[src/rtl/cpu_seq_pkg.sv]
`default_nettype none
package cpu_seq_pkg;
  localparam int PC_W        = 12;
  localparam int PCL_W       = 8;
  localparam int DATA_W      = 8;
  localparam int INSTR_W     = 16;
  localparam int STACK_DEPTH = 8;
  localparam int SP_W        = 3;
  localparam int DEPTH_W     = 4;
  localparam int AXI_ADDR_W  = 5;
  localparam int AXI_DATA_W  = 32;

  localparam logic [PC_W-1:0]    RESET_VECTOR = 12'h000;
  localparam logic [PC_W-1:0]    INT_VECTOR   = 12'h004;
  localparam logic [PC_W-1:0]    PC_ONE       = 12'h001;
  localparam logic [SP_W-1:0]    SP_ONE       = 3'h1;
  localparam logic [SP_W-1:0]    SP_RESET     = 3'h0;
  localparam logic [DEPTH_W-1:0] DEPTH_ONE    = 4'h1;
  localparam logic [DEPTH_W-1:0] DEPTH_FULL   = 4'h8;

  // Instruction word fields
  localparam int OPC_LSB  = 12;
  localparam int FUNC_LSB = 8;
  localparam logic [INSTR_W-1:0] NOP_WORD = 16'h0000;

  localparam logic [3:0] OP_NOP    = 4'h0;
  localparam logic [3:0] OP_ALU    = 4'h1;
  localparam logic [3:0] OP_JMP    = 4'h2;
  localparam logic [3:0] OP_CALL   = 4'h3;
  localparam logic [3:0] OP_RET    = 4'h4;
  localparam logic [3:0] OP_RETURN_FROM_INTERRUPT   = 4'h5;
  localparam logic [3:0] OP_SZ     = 4'h6;
  localparam logic [3:0] OP_SDZ    = 4'h7;
  localparam logic [3:0] OP_MOVPCL = 4'h8;

  localparam logic [3:0] ALU_ADD = 4'h0;
  localparam logic [3:0] ALU_ADC = 4'h1;
  localparam logic [3:0] ALU_SUB = 4'h2;
  localparam logic [3:0] ALU_SBC = 4'h3;
  localparam logic [3:0] ALU_AND = 4'h4;
  localparam logic [3:0] ALU_OR  = 4'h5;
  localparam logic [3:0] ALU_XOR = 4'h6;
  localparam logic [3:0] ALU_CPL = 4'h7;
  localparam logic [3:0] ALU_RR  = 4'h8;
  localparam logic [3:0] ALU_RL  = 4'h9;
  localparam logic [3:0] ALU_RRC = 4'ha;
  localparam logic [3:0] ALU_RLC = 4'hb;
  localparam logic [3:0] ALU_INC = 4'hc;
  localparam logic [3:0] ALU_DEC = 4'hd;
  localparam logic [3:0] ALU_MOV = 4'he;

  // Register map (byte addresses)
  localparam logic [AXI_ADDR_W-1:0] REG_CTRL   = 5'h00;
  localparam logic [AXI_ADDR_W-1:0] REG_PCL    = 5'h04;
  localparam logic [AXI_ADDR_W-1:0] REG_STATUS = 5'h08;

  localparam int CTRL_RUN_BIT   = 0;
  localparam int CTRL_INTEN_BIT = 1;
  localparam logic CTRL_RUN_RESET   = 1'b1;
  localparam logic CTRL_INTEN_RESET = 1'b0;

  localparam int ST_ACC_LSB   = 0;
  localparam int ST_CARRY     = 8;
  localparam int ST_ZERO      = 9;
  localparam int ST_DEPTH_LSB = 10;
  localparam int ST_PEND      = 14;
  localparam int ST_INTEN     = 15;
  localparam int ST_PC_LSB    = 16;

  localparam logic [1:0] RESP_OKAY   = 2'b00;
  localparam logic [1:0] RESP_SLVERR = 2'b10;

  localparam logic [1:0] SEL_CTRL   = 2'h0;
  localparam logic [1:0] SEL_PCL    = 2'h1;
  localparam logic [1:0] SEL_STATUS = 2'h2;
  localparam logic [1:0] SEL_NONE   = 2'h3;

  typedef enum logic [1:0] {PH_T1, PH_T2, PH_T3, PH_T4} phase_t;
endpackage
`default_nettype wire

[src/rtl/cpu_fetch_sequencer_stack.sv]
// Functional notes
// - System clock split into four phases; one pass is one instruction cycle.
// - PC advances and next fetch starts at start of first phase.
// - Fetch of next instruction overlaps execution of current one.
// - Plain instructions take one cycle; branches and calls one more.
// - Jump or call: first cycle loads target into PC, second cycle is a dummy while target is fetched.
// - PC increments by one per instruction except control transfers.
// - PC is 4-bit high plus 8-bit low; only low byte software writable, STATUS reads all 12 bits.
// - Jump, call, interrupt and reset load the target into the PC.
// - True skip discards prefetched instruction and runs a dummy cycle.
// - Software write of PC low byte jumps in page, adds dummy cycle.
// - Eight-level return stack of PC values, not software accessible.
// - Call and interrupt acknowledge push PC; returns restore it.
// - Reset sets stack pointer to top of stack.
// - Full stack records interrupt request but withholds acknowledge.
// - Call on full stack still executes; oldest entry is lost.
// - 8-bit ALU for arithmetic, logic, rotate, inc, dec, skip decisions.
// - After reset execution starts at program address zero.
`default_nettype none
module cpu_fetch_sequencer_stack
  import cpu_seq_pkg::*;
(
  input  wire  logic                             mclk,
  input  wire  logic                             rst,
  output logic [3:0]                             instr_phase_clocks,
  output logic [cpu_seq_pkg::PC_W-1:0]           prog_addr,
  input  wire  logic [cpu_seq_pkg::INSTR_W-1:0]  prog_data,
  input  wire  logic                             irq,
  input  wire  logic [cpu_seq_pkg::AXI_ADDR_W-1:0] s_axi_awaddr,
  input  wire  logic                             s_axi_awvalid,
  output logic                                   s_axi_awready,
  input  wire  logic [cpu_seq_pkg::AXI_DATA_W-1:0] s_axi_wdata,
  input  wire  logic [3:0]                       s_axi_wstrb,
  input  wire  logic                             s_axi_wvalid,
  output logic                                   s_axi_wready,
  output logic [1:0]                             s_axi_bresp,
  output logic                                   s_axi_bvalid,
  input  wire  logic                             s_axi_bready,
  input  wire  logic [cpu_seq_pkg::AXI_ADDR_W-1:0] s_axi_araddr,
  input  wire  logic                             s_axi_arvalid,
  output logic                                   s_axi_arready,
  output logic [cpu_seq_pkg::AXI_DATA_W-1:0]     s_axi_rdata,
  output logic [1:0]                             s_axi_rresp,
  output logic                                   s_axi_rvalid,
  input  wire  logic                             s_axi_rready
);
  import cpu_seq_pkg::*;
  function automatic logic [1:0] decode(input logic [AXI_ADDR_W-1:0] a);
    logic [1:0] s;
    s = SEL_NONE;
    if (a[AXI_ADDR_W-1:2] == REG_CTRL[AXI_ADDR_W-1:2]) begin
      s = SEL_CTRL;
    end else if (a[AXI_ADDR_W-1:2] == REG_PCL[AXI_ADDR_W-1:2]) begin
      s = SEL_PCL;
    end else if (a[AXI_ADDR_W-1:2] == REG_STATUS[AXI_ADDR_W-1:2]) begin
      s = SEL_STATUS;
    end
    return s;
  endfunction
  // Returns {carry, result}; subtraction carry is the inverted borrow
  function automatic logic [DATA_W:0] alu(input logic [3:0] f, input logic [DATA_W-1:0] a,
                                          input logic [DATA_W-1:0] b, input logic c);
    logic [DATA_W:0] r;
    r = {c, a};
    case (f)
      ALU_ADD: r = {1'b0, a} + {1'b0, b};
      ALU_ADC: r = {1'b0, a} + {1'b0, b} + {8'h00, c};
      ALU_SUB: r = {1'b0, a} + {1'b0, ~b} + 9'h001;
      ALU_SBC: r = {1'b0, a} + {1'b0, ~b} + {8'h00, c};
      ALU_AND: r = {c, a & b};
      ALU_OR:  r = {c, a | b};
      ALU_XOR: r = {c, a ^ b};
      ALU_CPL: r = {c, ~a};
      ALU_RR:  r = {c, a[0], a[7:1]};
      ALU_RL:  r = {c, a[6:0], a[7]};
      ALU_RRC: r = {a[0], c, a[7:1]};
      ALU_RLC: r = {a[7], a[6:0], c};
      ALU_INC: r = {c, a + 8'h01};
      ALU_DEC: r = {c, a - 8'h01};
      ALU_MOV: r = {c, b};
      default: r = {c, a};
    endcase
    return r;
  endfunction
  phase_t                phase;
  logic                  run, inten, fetch_valid, carry, zero, int_pend, pcl_pend;
  logic                  irq_meta, irq_sync, irq_prev;
  logic [PC_W-1:0]       pc, fetch_pc, next_pc, push_val;
  logic [INSTR_W-1:0]    fetch_word, ir;
  logic [PC_W-1:0]       stack [STACK_DEPTH];
  logic [SP_W-1:0]       sp;
  logic [DEPTH_W-1:0]    depth;
  logic [DATA_W-1:0]     acc, next_acc;
  logic [PCL_W-1:0]      pcl_val;
  logic                  t1_start, exec, stack_full, xfer, skip, flush;
  logic                  do_push, do_pop, take_int, set_inten, acc_we, zero_we, next_carry;
  logic [DATA_W:0]       alu_res;
  logic [3:0]            opc, func;
  logic                  aw_held, w_held, w_lane0, wr_go;
  logic [AXI_ADDR_W-1:0] aw_addr;
  logic [AXI_DATA_W-1:0] w_data;
  logic [1:0]            wr_sel, rd_sel;
  assign opc        = ir[OPC_LSB +: 4];
  assign func       = ir[FUNC_LSB +: 4];
  assign t1_start   = run && (phase == PH_T4);
  assign exec       = run && (phase == PH_T2);
  assign stack_full = (depth == DEPTH_FULL);
  assign prog_addr  = pc;
  // Phases only advance while running; halting freezes the whole pipeline
  always_ff @(posedge mclk or posedge rst) begin
    if (rst) begin
      phase <= PH_T2;
      instr_phase_clocks <= 4'h2;
    end else if (run) begin
      instr_phase_clocks <= {instr_phase_clocks[2:0], instr_phase_clocks[3]};
      case (phase)
        PH_T1: phase <= PH_T2;
        PH_T2: phase <= PH_T3;
        PH_T3: phase <= PH_T4;
        default: phase <= PH_T1;
      endcase
    end
  end
  always_comb begin
    xfer = 1'b0;
    skip = 1'b0;
    do_push = 1'b0;
    do_pop = 1'b0;
    take_int = 1'b0;
    set_inten = 1'b0;
    acc_we = 1'b0;
    zero_we = 1'b0;
    next_pc = pc;
    push_val = fetch_pc;
    alu_res = alu(func, acc, ir[DATA_W-1:0], carry);
    next_acc = alu_res[DATA_W-1:0];
    next_carry = alu_res[DATA_W];
    if (exec) begin
      if (pcl_pend) begin
        xfer = 1'b1;
        next_pc = {fetch_pc[PC_W-1:PCL_W], pcl_val};
      end else begin
        case (opc)
          OP_ALU: begin
            acc_we = 1'b1;
            zero_we = (func < ALU_RR) || (func > ALU_RLC);
          end
          OP_JMP: begin
            xfer = 1'b1;
            next_pc = ir[PC_W-1:0];
          end
          OP_CALL: begin
            xfer = 1'b1;
            do_push = 1'b1;
            next_pc = ir[PC_W-1:0];
          end
          OP_RET, OP_RETURN_FROM_INTERRUPT: begin
            xfer = 1'b1;
            set_inten = (opc == OP_RETURN_FROM_INTERRUPT);
            if (depth == '0) begin
              next_pc = RESET_VECTOR;
            end else begin
              do_pop = 1'b1;
              next_pc = stack[sp - SP_ONE];
            end
          end
          OP_SZ: skip = (acc == '0);
          OP_SDZ: begin
            alu_res = alu(ALU_DEC, acc, acc, carry);
            next_acc = alu_res[DATA_W-1:0];
            acc_we = 1'b1;
            zero_we = 1'b1;
            skip = (next_acc == '0);
          end
          OP_MOVPCL: begin
            xfer = 1'b1;
            next_pc = {fetch_pc[PC_W-1:PCL_W], acc};
          end
          default: xfer = 1'b0;
        endcase
      end
      // Acknowledge only between transfers so the pushed address is a real return point
      if (!xfer && !skip && int_pend && inten && !stack_full) begin
        take_int = 1'b1;
        xfer = 1'b1;
        do_push = 1'b1;
        next_pc = INT_VECTOR;
      end
    end
    flush = xfer || skip;
  end

  always_ff @(posedge mclk or posedge rst) begin
    if (rst) begin
      pc <= RESET_VECTOR;
    end else if (exec && xfer) begin
      pc <= next_pc;
    end else if (t1_start) begin
      pc <= pc + PC_ONE;
    end
  end

  // Prefetch buffer: a flushed word enters the decoder as a dummy cycle
  always_ff @(posedge mclk or posedge rst) begin
    if (rst) begin
      fetch_word <= NOP_WORD;
      fetch_pc <= RESET_VECTOR;
      fetch_valid <= 1'b0;
      ir <= NOP_WORD;
    end else if (t1_start) begin
      ir <= fetch_valid ? fetch_word : NOP_WORD;
      fetch_word <= prog_data;
      fetch_pc <= pc;
      fetch_valid <= 1'b1;
    end else if (exec && flush) begin
      fetch_valid <= 1'b0;
    end
  end

  // Circular store: pushing into a full stack overwrites the oldest entry
  always_ff @(posedge mclk) begin
    if (do_push) begin
      stack[sp] <= push_val;
    end
  end

  always_ff @(posedge mclk or posedge rst) begin
    if (rst) begin
      sp <= SP_RESET;
      depth <= '0;
    end else if (do_push) begin
      sp <= sp + SP_ONE;
      depth <= stack_full ? depth : depth + DEPTH_ONE;
    end else if (do_pop) begin
      sp <= sp - SP_ONE;
      depth <= depth - DEPTH_ONE;
    end
  end

  always_ff @(posedge mclk or posedge rst) begin
    if (rst) begin
      acc <= '0;
      carry <= 1'b0;
      zero <= 1'b0;
    end else if (acc_we) begin
      acc <= next_acc;
      carry <= next_carry;
      if (zero_we) begin
        zero <= (next_acc == '0);
      end
    end
  end

  always_ff @(posedge mclk or posedge rst) begin
    if (rst) begin
      irq_meta <= 1'b0;
      irq_sync <= 1'b0;
      irq_prev <= 1'b0;
    end else begin
      irq_meta <= irq;
      irq_sync <= irq_meta;
      irq_prev <= irq_sync;
    end
  end

  // New request edge wins over the acknowledge that clears the flag
  always_ff @(posedge mclk or posedge rst) begin
    if (rst) begin
      int_pend <= 1'b0;
    end else if (irq_sync && !irq_prev) begin
      int_pend <= 1'b1;
    end else if (take_int) begin
      int_pend <= 1'b0;
    end
  end

  always_ff @(posedge mclk or posedge rst) begin
    if (rst) begin
      run <= CTRL_RUN_RESET;
      inten <= CTRL_INTEN_RESET;
    end else if (wr_go && wr_sel == SEL_CTRL && w_lane0) begin
      run <= w_data[CTRL_RUN_BIT];
      inten <= w_data[CTRL_INTEN_BIT];
    end else if (take_int) begin
      inten <= 1'b0;
    end else if (set_inten) begin
      inten <= 1'b1;
    end
  end

  // A fresh write wins over consumption; it is applied at the next execute slot
  always_ff @(posedge mclk or posedge rst) begin
    if (rst) begin
      pcl_pend <= 1'b0;
      pcl_val <= '0;
    end else if (wr_go && wr_sel == SEL_PCL && w_lane0) begin
      pcl_pend <= 1'b1;
      pcl_val <= w_data[PCL_W-1:0];
    end else if (exec) begin
      pcl_pend <= 1'b0;
    end
  end

  assign s_axi_awready = !aw_held && !s_axi_bvalid;
  assign s_axi_wready  = !w_held && !s_axi_bvalid;
  assign wr_go         = aw_held && w_held && !s_axi_bvalid;
  assign wr_sel        = decode(aw_addr);
  always_ff @(posedge mclk or posedge rst) begin
    if (rst) begin
      aw_held <= 1'b0;
      aw_addr <= '0;
      w_held <= 1'b0;
      w_data <= '0;
      w_lane0 <= 1'b0;
      s_axi_bvalid <= 1'b0;
      s_axi_bresp <= RESP_OKAY;
    end else begin
      if (s_axi_awvalid && s_axi_awready) begin
        aw_held <= 1'b1;
        aw_addr <= s_axi_awaddr;
      end
      if (s_axi_wvalid && s_axi_wready) begin
        w_held <= 1'b1;
        w_data <= s_axi_wdata;
        w_lane0 <= s_axi_wstrb[0];
      end
      if (wr_go) begin
        aw_held <= 1'b0;
        w_held <= 1'b0;
        s_axi_bvalid <= 1'b1;
        s_axi_bresp <= (wr_sel == SEL_CTRL || wr_sel == SEL_PCL) ? RESP_OKAY : RESP_SLVERR;
      end else if (s_axi_bvalid && s_axi_bready) begin
        s_axi_bvalid <= 1'b0;
      end
    end
  end

  assign s_axi_arready = !s_axi_rvalid;
  assign rd_sel        = decode(s_axi_araddr);

  // The stack and its pointer never appear in the read map
  always_ff @(posedge mclk or posedge rst) begin
    if (rst) begin
      s_axi_rvalid <= 1'b0;
      s_axi_rdata <= '0;
      s_axi_rresp <= RESP_OKAY;
    end else if (s_axi_arvalid && s_axi_arready) begin
      s_axi_rvalid <= 1'b1;
      s_axi_rresp <= RESP_OKAY;
      s_axi_rdata <= '0;
      if (rd_sel == SEL_CTRL) begin
        s_axi_rdata[CTRL_RUN_BIT] <= run;
        s_axi_rdata[CTRL_INTEN_BIT] <= inten;
      end else if (rd_sel == SEL_PCL) begin
        s_axi_rdata[PCL_W-1:0] <= pc[PCL_W-1:0];
      end else if (rd_sel == SEL_STATUS) begin
        s_axi_rdata[ST_ACC_LSB +: DATA_W] <= acc;
        s_axi_rdata[ST_CARRY] <= carry;
        s_axi_rdata[ST_ZERO] <= zero;
        s_axi_rdata[ST_DEPTH_LSB +: DEPTH_W] <= depth;
        s_axi_rdata[ST_PEND] <= int_pend;
        s_axi_rdata[ST_INTEN] <= inten;
        s_axi_rdata[ST_PC_LSB +: PC_W] <= pc;
      end else begin
        s_axi_rresp <= RESP_SLVERR;
      end
    end else if (s_axi_rvalid && s_axi_rready) begin
      s_axi_rvalid <= 1'b0;
    end
  end
endmodule
`default_nettype wire

[config.mk]
export PLATFORM = sky130hd
export DESIGN_NAME = cpu_fetch_sequencer_stack
export DESIGN_NICKNAME = d
export VERILOG_FILES = /design/src/rtl/cpu_seq_pkg.sv /design/src/rtl/cpu_fetch_sequencer_stack.sv
export SDC_FILE = /design/constraint.sdc
export NUM_CORES = 1
export LEC_CHECK = 0
export BUFFER_PORTS_ARGS = -buffer_cell sky130_fd_sc_hd__buf_2
export CAP_MARGIN = 40
export CORE_ASPECT_RATIO = 1.75
export CORE_MARGIN = 5
export CORE_UTILIZATION = 50
export CTS_CLUSTER_SIZE = 16
export DETAILED_ROUTE_END_ITERATION = 8
export GPL_TIMING_DRIVEN = 1
export PLACE_DENSITY = 0.71
export SYNTH_ARGS = -nofsm -noshare
export SYNTH_HDL_FRONTEND = slang
export SYNTH_SLANG_ARGS = --single-unit
[constraint.sdc]
create_clock -name mclk -period 10.85 [get_ports mclk]
set_clock_uncertainty 0.1 [all_clocks]
set_input_delay 1.085 -clock mclk [delete_from_list [all_inputs] [get_ports mclk]]
set_output_delay 1.085 -clock mclk [all_outputs]
set_load 0.01 [all_outputs]
==> results of run 1 <==
## per-stage QoR
| step | total power, W | instances |
|---|---|---|
| 2_1_floorplan | 0.002293 | 1178 |
| 3_3_place_gp | 0.002704 | 1530 |
| 3_5_place_dp | 0.002740 | 1538 |
| 4_1_cts | 0.003557 | 1578 |
| 5_1_grt | 0.003758 | 1578 |
| 6_report | 0.003551 | 1578 |
## final cells by class
cell class	instances	share of cell area [%]
multi-input combinational	818	40.88
clock inverter	8	0.8294
sequential	237	44.76
inverter	43	1.161
tap	316	2.759
timing repair buffer	124	5.221
clock buffer	32	4.391
## critical path: stages, from the launching register on
cell	delay, ns
dfrtp_1	0.74
inv_1	0.33
ha_1	0.34
inv_1	0.10
nor2_1	0.05
a31oi_1	0.17
o32ai_1	0.10
a31oi_1	0.23
nand2_1	0.36
a21oi_2	0.54
inv_1	0.18
ha_1	0.30
a21o_1	0.17
a21oi_1	0.13
inv_1	0.07
a31o_2	0.24
xor2_1	0.13
## cell usage after synthesis (all sizes together) (36+ instances only)
cell	instances	share of area, %
a21oi	55	2.2
a22o	36	2.5
clkbuf	47	1.4
dfrtp	138	27
edfxtp	96	23
ha	41	4.0
inv	43	1.3
mux2	41	3.6
nand2	166	4.9
nand3	37	1.5
nor2	49	1.4
o21ai	55	2.2
## cell usage in the layout, fill, tap and decap left out, types with 6 or more instances in the layout
cell type,count
a211oi_1,10
a21oi_1,53
a222oi_1,8
a22o_1,36
a22oi_1,8
a31oi_1,11
and2_1,6
and3_1,12
buf_2,90
buf_4,30
clkbuf_1,7
clkbuf_16,23
conb_1,6
dfrtp_1,138
edfxtp_1,96
ha_1,41
inv_1,40
mux2_2,40
mux2i_1,15
mux4_2,24
nand2_1,166
nand2b_1,11
nand3_1,36
nand4_1,9
nor2_1,49
nor2b_1,12
nor3_1,31
nor3b_1,8
nor4_1,9
o21ai_0,52
o22ai_1,9
xnor2_1,33
xor2_1,19
## state kept, by name (all words and copies together) (netlist names), 2 cells and up
| name | flops |
|---|---|
| ir | 16 |
| s_axi_rdata | 28 |
| aw_addr | 3 |
| fetch_pc | 12 |
| pcl_val | 8 |
| acc | 8 |
| w_data | 8 |
| depth | 4 |
| fetch_word | 16 |
| sp | 3 |
| stack | 96 |
| instr_phase_clocks | 4 |
| phase | 2 |
| prog_addr | 12 |
## routing by layer
| metal | routed length [um] | GRT usage, % | vias to the layer above |
|---|---|---|---|
| li1 | - | - | 4446 |
| met1 | 12480 | 27.05 | 4791 |
| met2 | 19410 | 45.17 | 327 |
| met3 | 1346 | 2.823 | 139 |
| met4 | 2614 | 15.48 | 0 |
| met5 | 0 | 0 | - |
## worst max-delay path by stage
stage | from | slack, ns | to | depth (start not counted)
final | acc[0] | 6.43 | depth[3] | 16
after floorplan | rst | 5.89 | acc[0] | 1
after global placement | acc[0] | 6.56 | depth[3] | 16
after CTS | acc[0] | 6.49 | depth[3] | 16
after global routing | ir[9] | 6.15 | zero | 12
after detailed placement | acc[0] | 6.52 | depth[3] | 16
## report_power, final
part           switching [W]  internal, W  leakage (nW)  total, W
Clock               0.000327     0.000476         0.360  0.000803
Combinational       0.000854     0.000573          2.89   0.00143
Sequential          0.000215      0.00111          2.72   0.00132
## logic make-up after synthesis
logic type               Yosys count  synth area share, %
AND/OR/NAND/NOR                  379                14.33
AO/OA/AOI/OAI                    257                14.19
flip-flops                       237                50.28
buffers and inverters            123                4.080
multiplexers                      80                9.032
XOR/XNOR                          52                3.570
adder cells (fa/ha/maj)           44                4.492
other                              1              0.02939
==> impl_metrics.env, run 1 <==
export IMPL_dp_final_hpwl_mm=26.13
export IMPL_count_of_filler_cells_inserted_in_the_layout=2159
export IMPL_setup_viol=0
export IMPL_netlist_cell_type_count=83
export IMPL_ioPinCount=127
export IMPL_finalNetCount=1360
export IMPL_proportion_of_synthesized_chip_area_in_sequential_cells_pct=50.28
export IMPL_cts_htree_levels=1
export IMPL_tns_ns=0
export IMPL_detailedPlace_worstSlack_ns=6.515
export IMPL_worstReg2RegStart="acc[0]"
export IMPL_power_density_nw_per_um2=247.8
export IMPL_antenna_violations_before_repair=0
export IMPL_dieArea_um2=28940
export IMPL_tritoncts_clock_tree="done"
export IMPL_final_util_pct=56.78
export IMPL_hold_path_class="reg2reg"
export IMPL_drc=0
export IMPL_layout_area_overhead_vs_synth_pct=12.33
export IMPL_route_antenna_remaining_nets=0
export IMPL_core_region_area_um2=25240
export IMPL_drt_iter0_markers=636
export IMPL_reg2reg_depth=16
export IMPL_reg_to_reg_slack_setup_ns=6.43
export IMPL_seq_area_um2=6415
export IMPL_cp_start_kind="flip-flop"
export IMPL_drt_wl_total_mm=35.85
export IMPL_max_freq_mhz=226.2
export IMPL_syn_cell_area_um2=12760
export IMPL_min_from="irq_meta"
export IMPL_final_hold_viol_count=0
export IMPL_drt_first_pass_iters=7
export IMPL_placement_rows=77
export IMPL_clkSinkCount=237
export IMPL_worst_hold_path_num_cells=0
export IMPL_hold_buffers=0
export IMPL_clock_tree_root_cell="clkbuf_16"
export IMPL_critPathCaptureType="flip-flop"
export IMPL_die_height_um=221.3
export IMPL_synth_warning_count=0
export IMPL_io_buffer_count=89
export IMPL_regToRegEndpoint="depth[3]"
export IMPL_multi_input_area_um2=5858
export IMPL_global_route_overflow_total=0
export IMPL_worst_slack_ns=6.429
export IMPL_fin_area_um2=14330
export IMPL_grt_setup_unrepaired="false"
export IMPL_cts_made_buffers=22
export IMPL_yosys_register_bits=237
export IMPL_grt_start_max_net_pins=70
export IMPL_detailroute_via_count=9703
export IMPL_post_route_period_util_pct=40.75
export IMPL_worst_ep_arrival_time_ns=4.71
export IMPL_route_detailed_wl_per_inst_um=22.72
export IMPL_initial_utilization_pct=50.55
export IMPL_maxCapViolCount=0
export IMPL_grt_first_pass_wirelength_mm=56.08
export IMPL_clock_path_buffers=3
export IMPL_routed_via_density=6.149
export IMPL_postCtsSetupBuffers=0
export IMPL_synth_area_per_cell_um2=10.88
export IMPL_max_slew_margin_pct=40.01
export IMPL_maximum_vdd_ir_drop_v=0.0001497
export IMPL_clock_insertion_delay_worst_skew_ns=0.51
export IMPL_total_leakage_power_nw=5.966
export IMPL_worstSetupPathType="reg2reg"
export IMPL_worstMarginPinSlew_ns=0.8772
export IMPL_finalHoldWorstSlack_ns=0.2517
export IMPL_async_reset_ff_share_pct=59.49
export IMPL_die_x_um=130.8
export IMPL_first_global_vias=9879
export IMPL_detailed_place_area_um2=13580
export IMPL_synth_top_flop_cell="dfrtp_1"
export IMPL_outcome="finished clean"
export IMPL_crit_path_max_fanout=16
export IMPL_diodes=0
export IMPL_clock_pin_slew_of_the_registers_on_the_worst_case_setup_and_hold_paths_ns=0.07
export IMPL_finalWeightedCongestion=0.9737
export IMPL_grt_use_total_pct=25.02
export IMPL_final_period_minus_worst_setup_slack_ns=4.421
export IMPL_finalMaxSlewViolations=0
export IMPL_post_synth_inst_count=1173
export IMPL_min_to="irq_sync"
export IMPL_cts_resized_gates=0
export IMPL_drive_gt1_share_pct=19.33
export IMPL_worstPathRequired_ns=11.14
export IMPL_synth_edf_count=96
No activity file was read; power rests on OpenSTA's default activity.
==> inputs of run 2 (changes only) <==
--- a/config.mk
+++ b/config.mk
@@ -13,7 +13,7 @@
 export CTS_CLUSTER_SIZE = 16
 export DETAILED_ROUTE_END_ITERATION = 8
 export GPL_TIMING_DRIVEN = 1
-export PLACE_DENSITY = 0.71
+export PLACE_DENSITY = 0.74
 export SYNTH_ARGS = -nofsm -noshare
 export SYNTH_HDL_FRONTEND = slang
 export SYNTH_SLANG_ARGS = --single-unit
==> constraint.sdc (replaced) <==
create_clock -name mclk -period 4 [get_ports mclk]
set_clock_uncertainty 0.1 [all_clocks]
set_input_delay 0.4 -clock mclk [delete_from_list [all_inputs] [get_ports mclk]]
set_output_delay 0.4 -clock mclk [all_outputs]
set_load 0.01 [all_outputs]
==> impl_metrics.env, run 2 (synthesis gave the netlist of run 1 again) <==
export IMPL_route_detailed_wl_per_inst_um=23.24
export IMPL_critPathCaptureType="flip-flop"
export IMPL_finalMaxSlewViolations=0
export IMPL_power_total_w=0.009916
export IMPL_worst_ep_arrival_time_ns=4.12
export IMPL_first_global_vias=10106
export IMPL_hold_path_class="in2async"
export IMPL_grt_start_max_net_pins=142
export IMPL_detailroute_via_count=10038
export IMPL_largest_register_ffs=96
export IMPL_finalHoldWorstSlack_ns=-0.04684
export IMPL_routed_via_density=6.212
export IMPL_clock_tree_root_cell="clkbuf_16"
export IMPL_grt_setup_unrepaired="false"
export IMPL_total_leakage_power_nw=6.157
export IMPL_finalNetCount=1398
export IMPL_drt_wl_total_mm=37.55
export IMPL_max_flop_register="stack"
export IMPL_clock_pin_slew_of_the_registers_on_the_worst_case_setup_and_hold_paths_ns=0.07
export IMPL_postCtsSetupBuffers=0
export IMPL_clock_path_buffers=3
export IMPL_finalWeightedCongestion=0.9877
export IMPL_dieArea_um2=28940
export IMPL_cts_htree_levels=1
export IMPL_final_hold_viol_count=10
export IMPL_drc=0
export IMPL_crit_path_max_fanout=5
export IMPL_cts_made_buffers=22
export IMPL_clkSinkCount=237
export IMPL_power_density_nw_per_um2=675.2
export IMPL_tritoncts_clock_tree="done"
export IMPL_worstPathRequired_ns=4.34
export IMPL_final_common_cell="nand2_1"
export IMPL_worstReg2RegStart="acc[0]"
export IMPL_final_period_minus_worst_setup_slack_ns=3.776
export IMPL_ioPinCount=127
export IMPL_max_slew_margin_pct=44.10
export IMPL_route_antenna_remaining_nets=0
export IMPL_cp_start_kind="flip-flop"
export IMPL_dp_final_hpwl_mm=26.73
export IMPL_placement_rows=77
export IMPL_worstSetupPathType="reg2reg"
export IMPL_layout_area_overhead_vs_synth_pct=15.11
export IMPL_global_route_overflow_total=0
export IMPL_post_route_period_util_pct=94.39
export IMPL_max_freq_mhz=264.9
export IMPL_drive_gt1_share_pct=20.62
export IMPL_drt_first_pass_iters=7
export IMPL_die_height_um=221.3
export IMPL_critPathLaunch="acc[0]"
export IMPL_diodes=0
export IMPL_setup_viol=0
export IMPL_worstMarginPinSlew_ns=0.8309
export IMPL_initial_utilization_pct=50.55
export IMPL_io_buffer_count=89
export IMPL_layout_common_cells="nand2_1 (166), dfrtp_1 (138), edfxtp_1 (96)"
export IMPL_reg_largest_list="stack (96), s_axi_rdata (28)"
export IMPL_grt_use_total_pct=25.98
export IMPL_antenna_violations_before_repair=0
export IMPL_tns_ns=0
export IMPL_clock_insertion_delay_worst_skew_ns=0.52
export IMPL_maximum_vdd_ir_drop_v=0.0003768
export IMPL_failed_checks="negative hold slack"
export IMPL_die_x_um=130.8
export IMPL_final_util_pct=58.18
export IMPL_drt_iter0_markers=873
export IMPL_grt_first_pass_wirelength_mm=57.63
export IMPL_core_region_area_um2=25240
export IMPL_outcome="finished, violations left"
export IMPL_maxCapViolCount=0
run 2: cell types whose count changed in the layout (fill, tap and decap cells not counted), moves of 2 or more:
cell | previous run | this run
buf_4 | 30 | 54
bufinv_16 | 3 | 5
clkbuf_1 | 7 | 0
clkinv_1 | 2 | 6
dlygate4sd3_1 | 0 | 18
inv_6 | 2 | 0
run 2: critical path, stage by stage, from the launching register on:
cell and delay, ns:
dfrtp_1 0.43, ha_1 0.30, inv_1 0.08, fa_1 0.38
nand2b_1 0.22, a211oi_1 0.42, or4_1 0.18, a21oi_1 0.06
nor4_1 0.55, buf_4 0.24, a211oi_1 0.07, o31ai_1 0.37
nand3_1 0.14, o21ai_1 0.15
run 2: path summary, 6_finish.rpt:
| check | end | slack, ns | depth (start not counted) |
|---|---|---|---|
| worst max register to register | zero | 0.22 | 13 |
| worst min register to register | irq_sync | 0.26 | 0 |
| min in group mclk | w_data[7] | 0.02 | 2 |
| max in group asynchronous | ir[9] | 3.22 | 3 |
| worst min-delay path | s_axi_rdata[9] | -0.05 | 3 |
| worst max-delay path | zero | 0.22 | 13 |
run 2: per-stage QoR:
| stage | area, um2 | cells | setup slack [ns] | hold slack [ns] |
|---|---|---|---|---|
| 6_report | 14690 | 1616 | 0.2244 | -0.04684 |
| 3_3_place_gp | 13700 | 1557 | 0.2069 | 0.2369 |
| 5_1_grt | 14690 | 1616 | 0.01820 | 0.01010 |
| 3_5_place_dp | 13700 | 1558 | 0.1954 | 0.2442 |
| 4_1_cts | 14680 | 1616 | 0.1628 | 0.003544 |
| 2_1_floorplan | 12780 | 1178 | 0.3136 | 0.2312 |
run 2: area by class of cell:
class | count | area (um2)
flip-flops and latches | 237 | 6415
repair buffers | 162 | 1051
clock inverters | 16 | 207.7
fillers | 2045 | 10560
inverters | 43 | 165.2
well taps | 316 | 395.4
clock buffers | 24 | 589.3
multi-input cells | 818 | 5863
run 2: power breakdown:
part / total (W) / internal, W / switching [W]
Clock: 0.00232 / 0.00139 / 0.000929
Combinational: 0.00405 / 0.00164 / 0.00241
Sequential: 0.00354 / 0.00300 / 0.000543
run 2: metal layers:
layer / vias to the layer above / global-route usage [%] / wire length [um]
met5: - / 0 / 0
met4: 0 / 18.86 / 3301
met3: 173 / 2.896 / 1663
met2: 430 / 45.83 / 19940
met1: 4916 / 27.82 / 12640
li1: 4519 / - / -
run 2: timing repair:
| item | 4_1_cts | 5_1_grt |
|---|---|---|
| gates resized for setup | 0 | 1 |
| hold buffers | 18 | 0 |
| setup endpoints to repair | 0 | 1 |
| endpoints found under the hold margin | 18 | 0 |
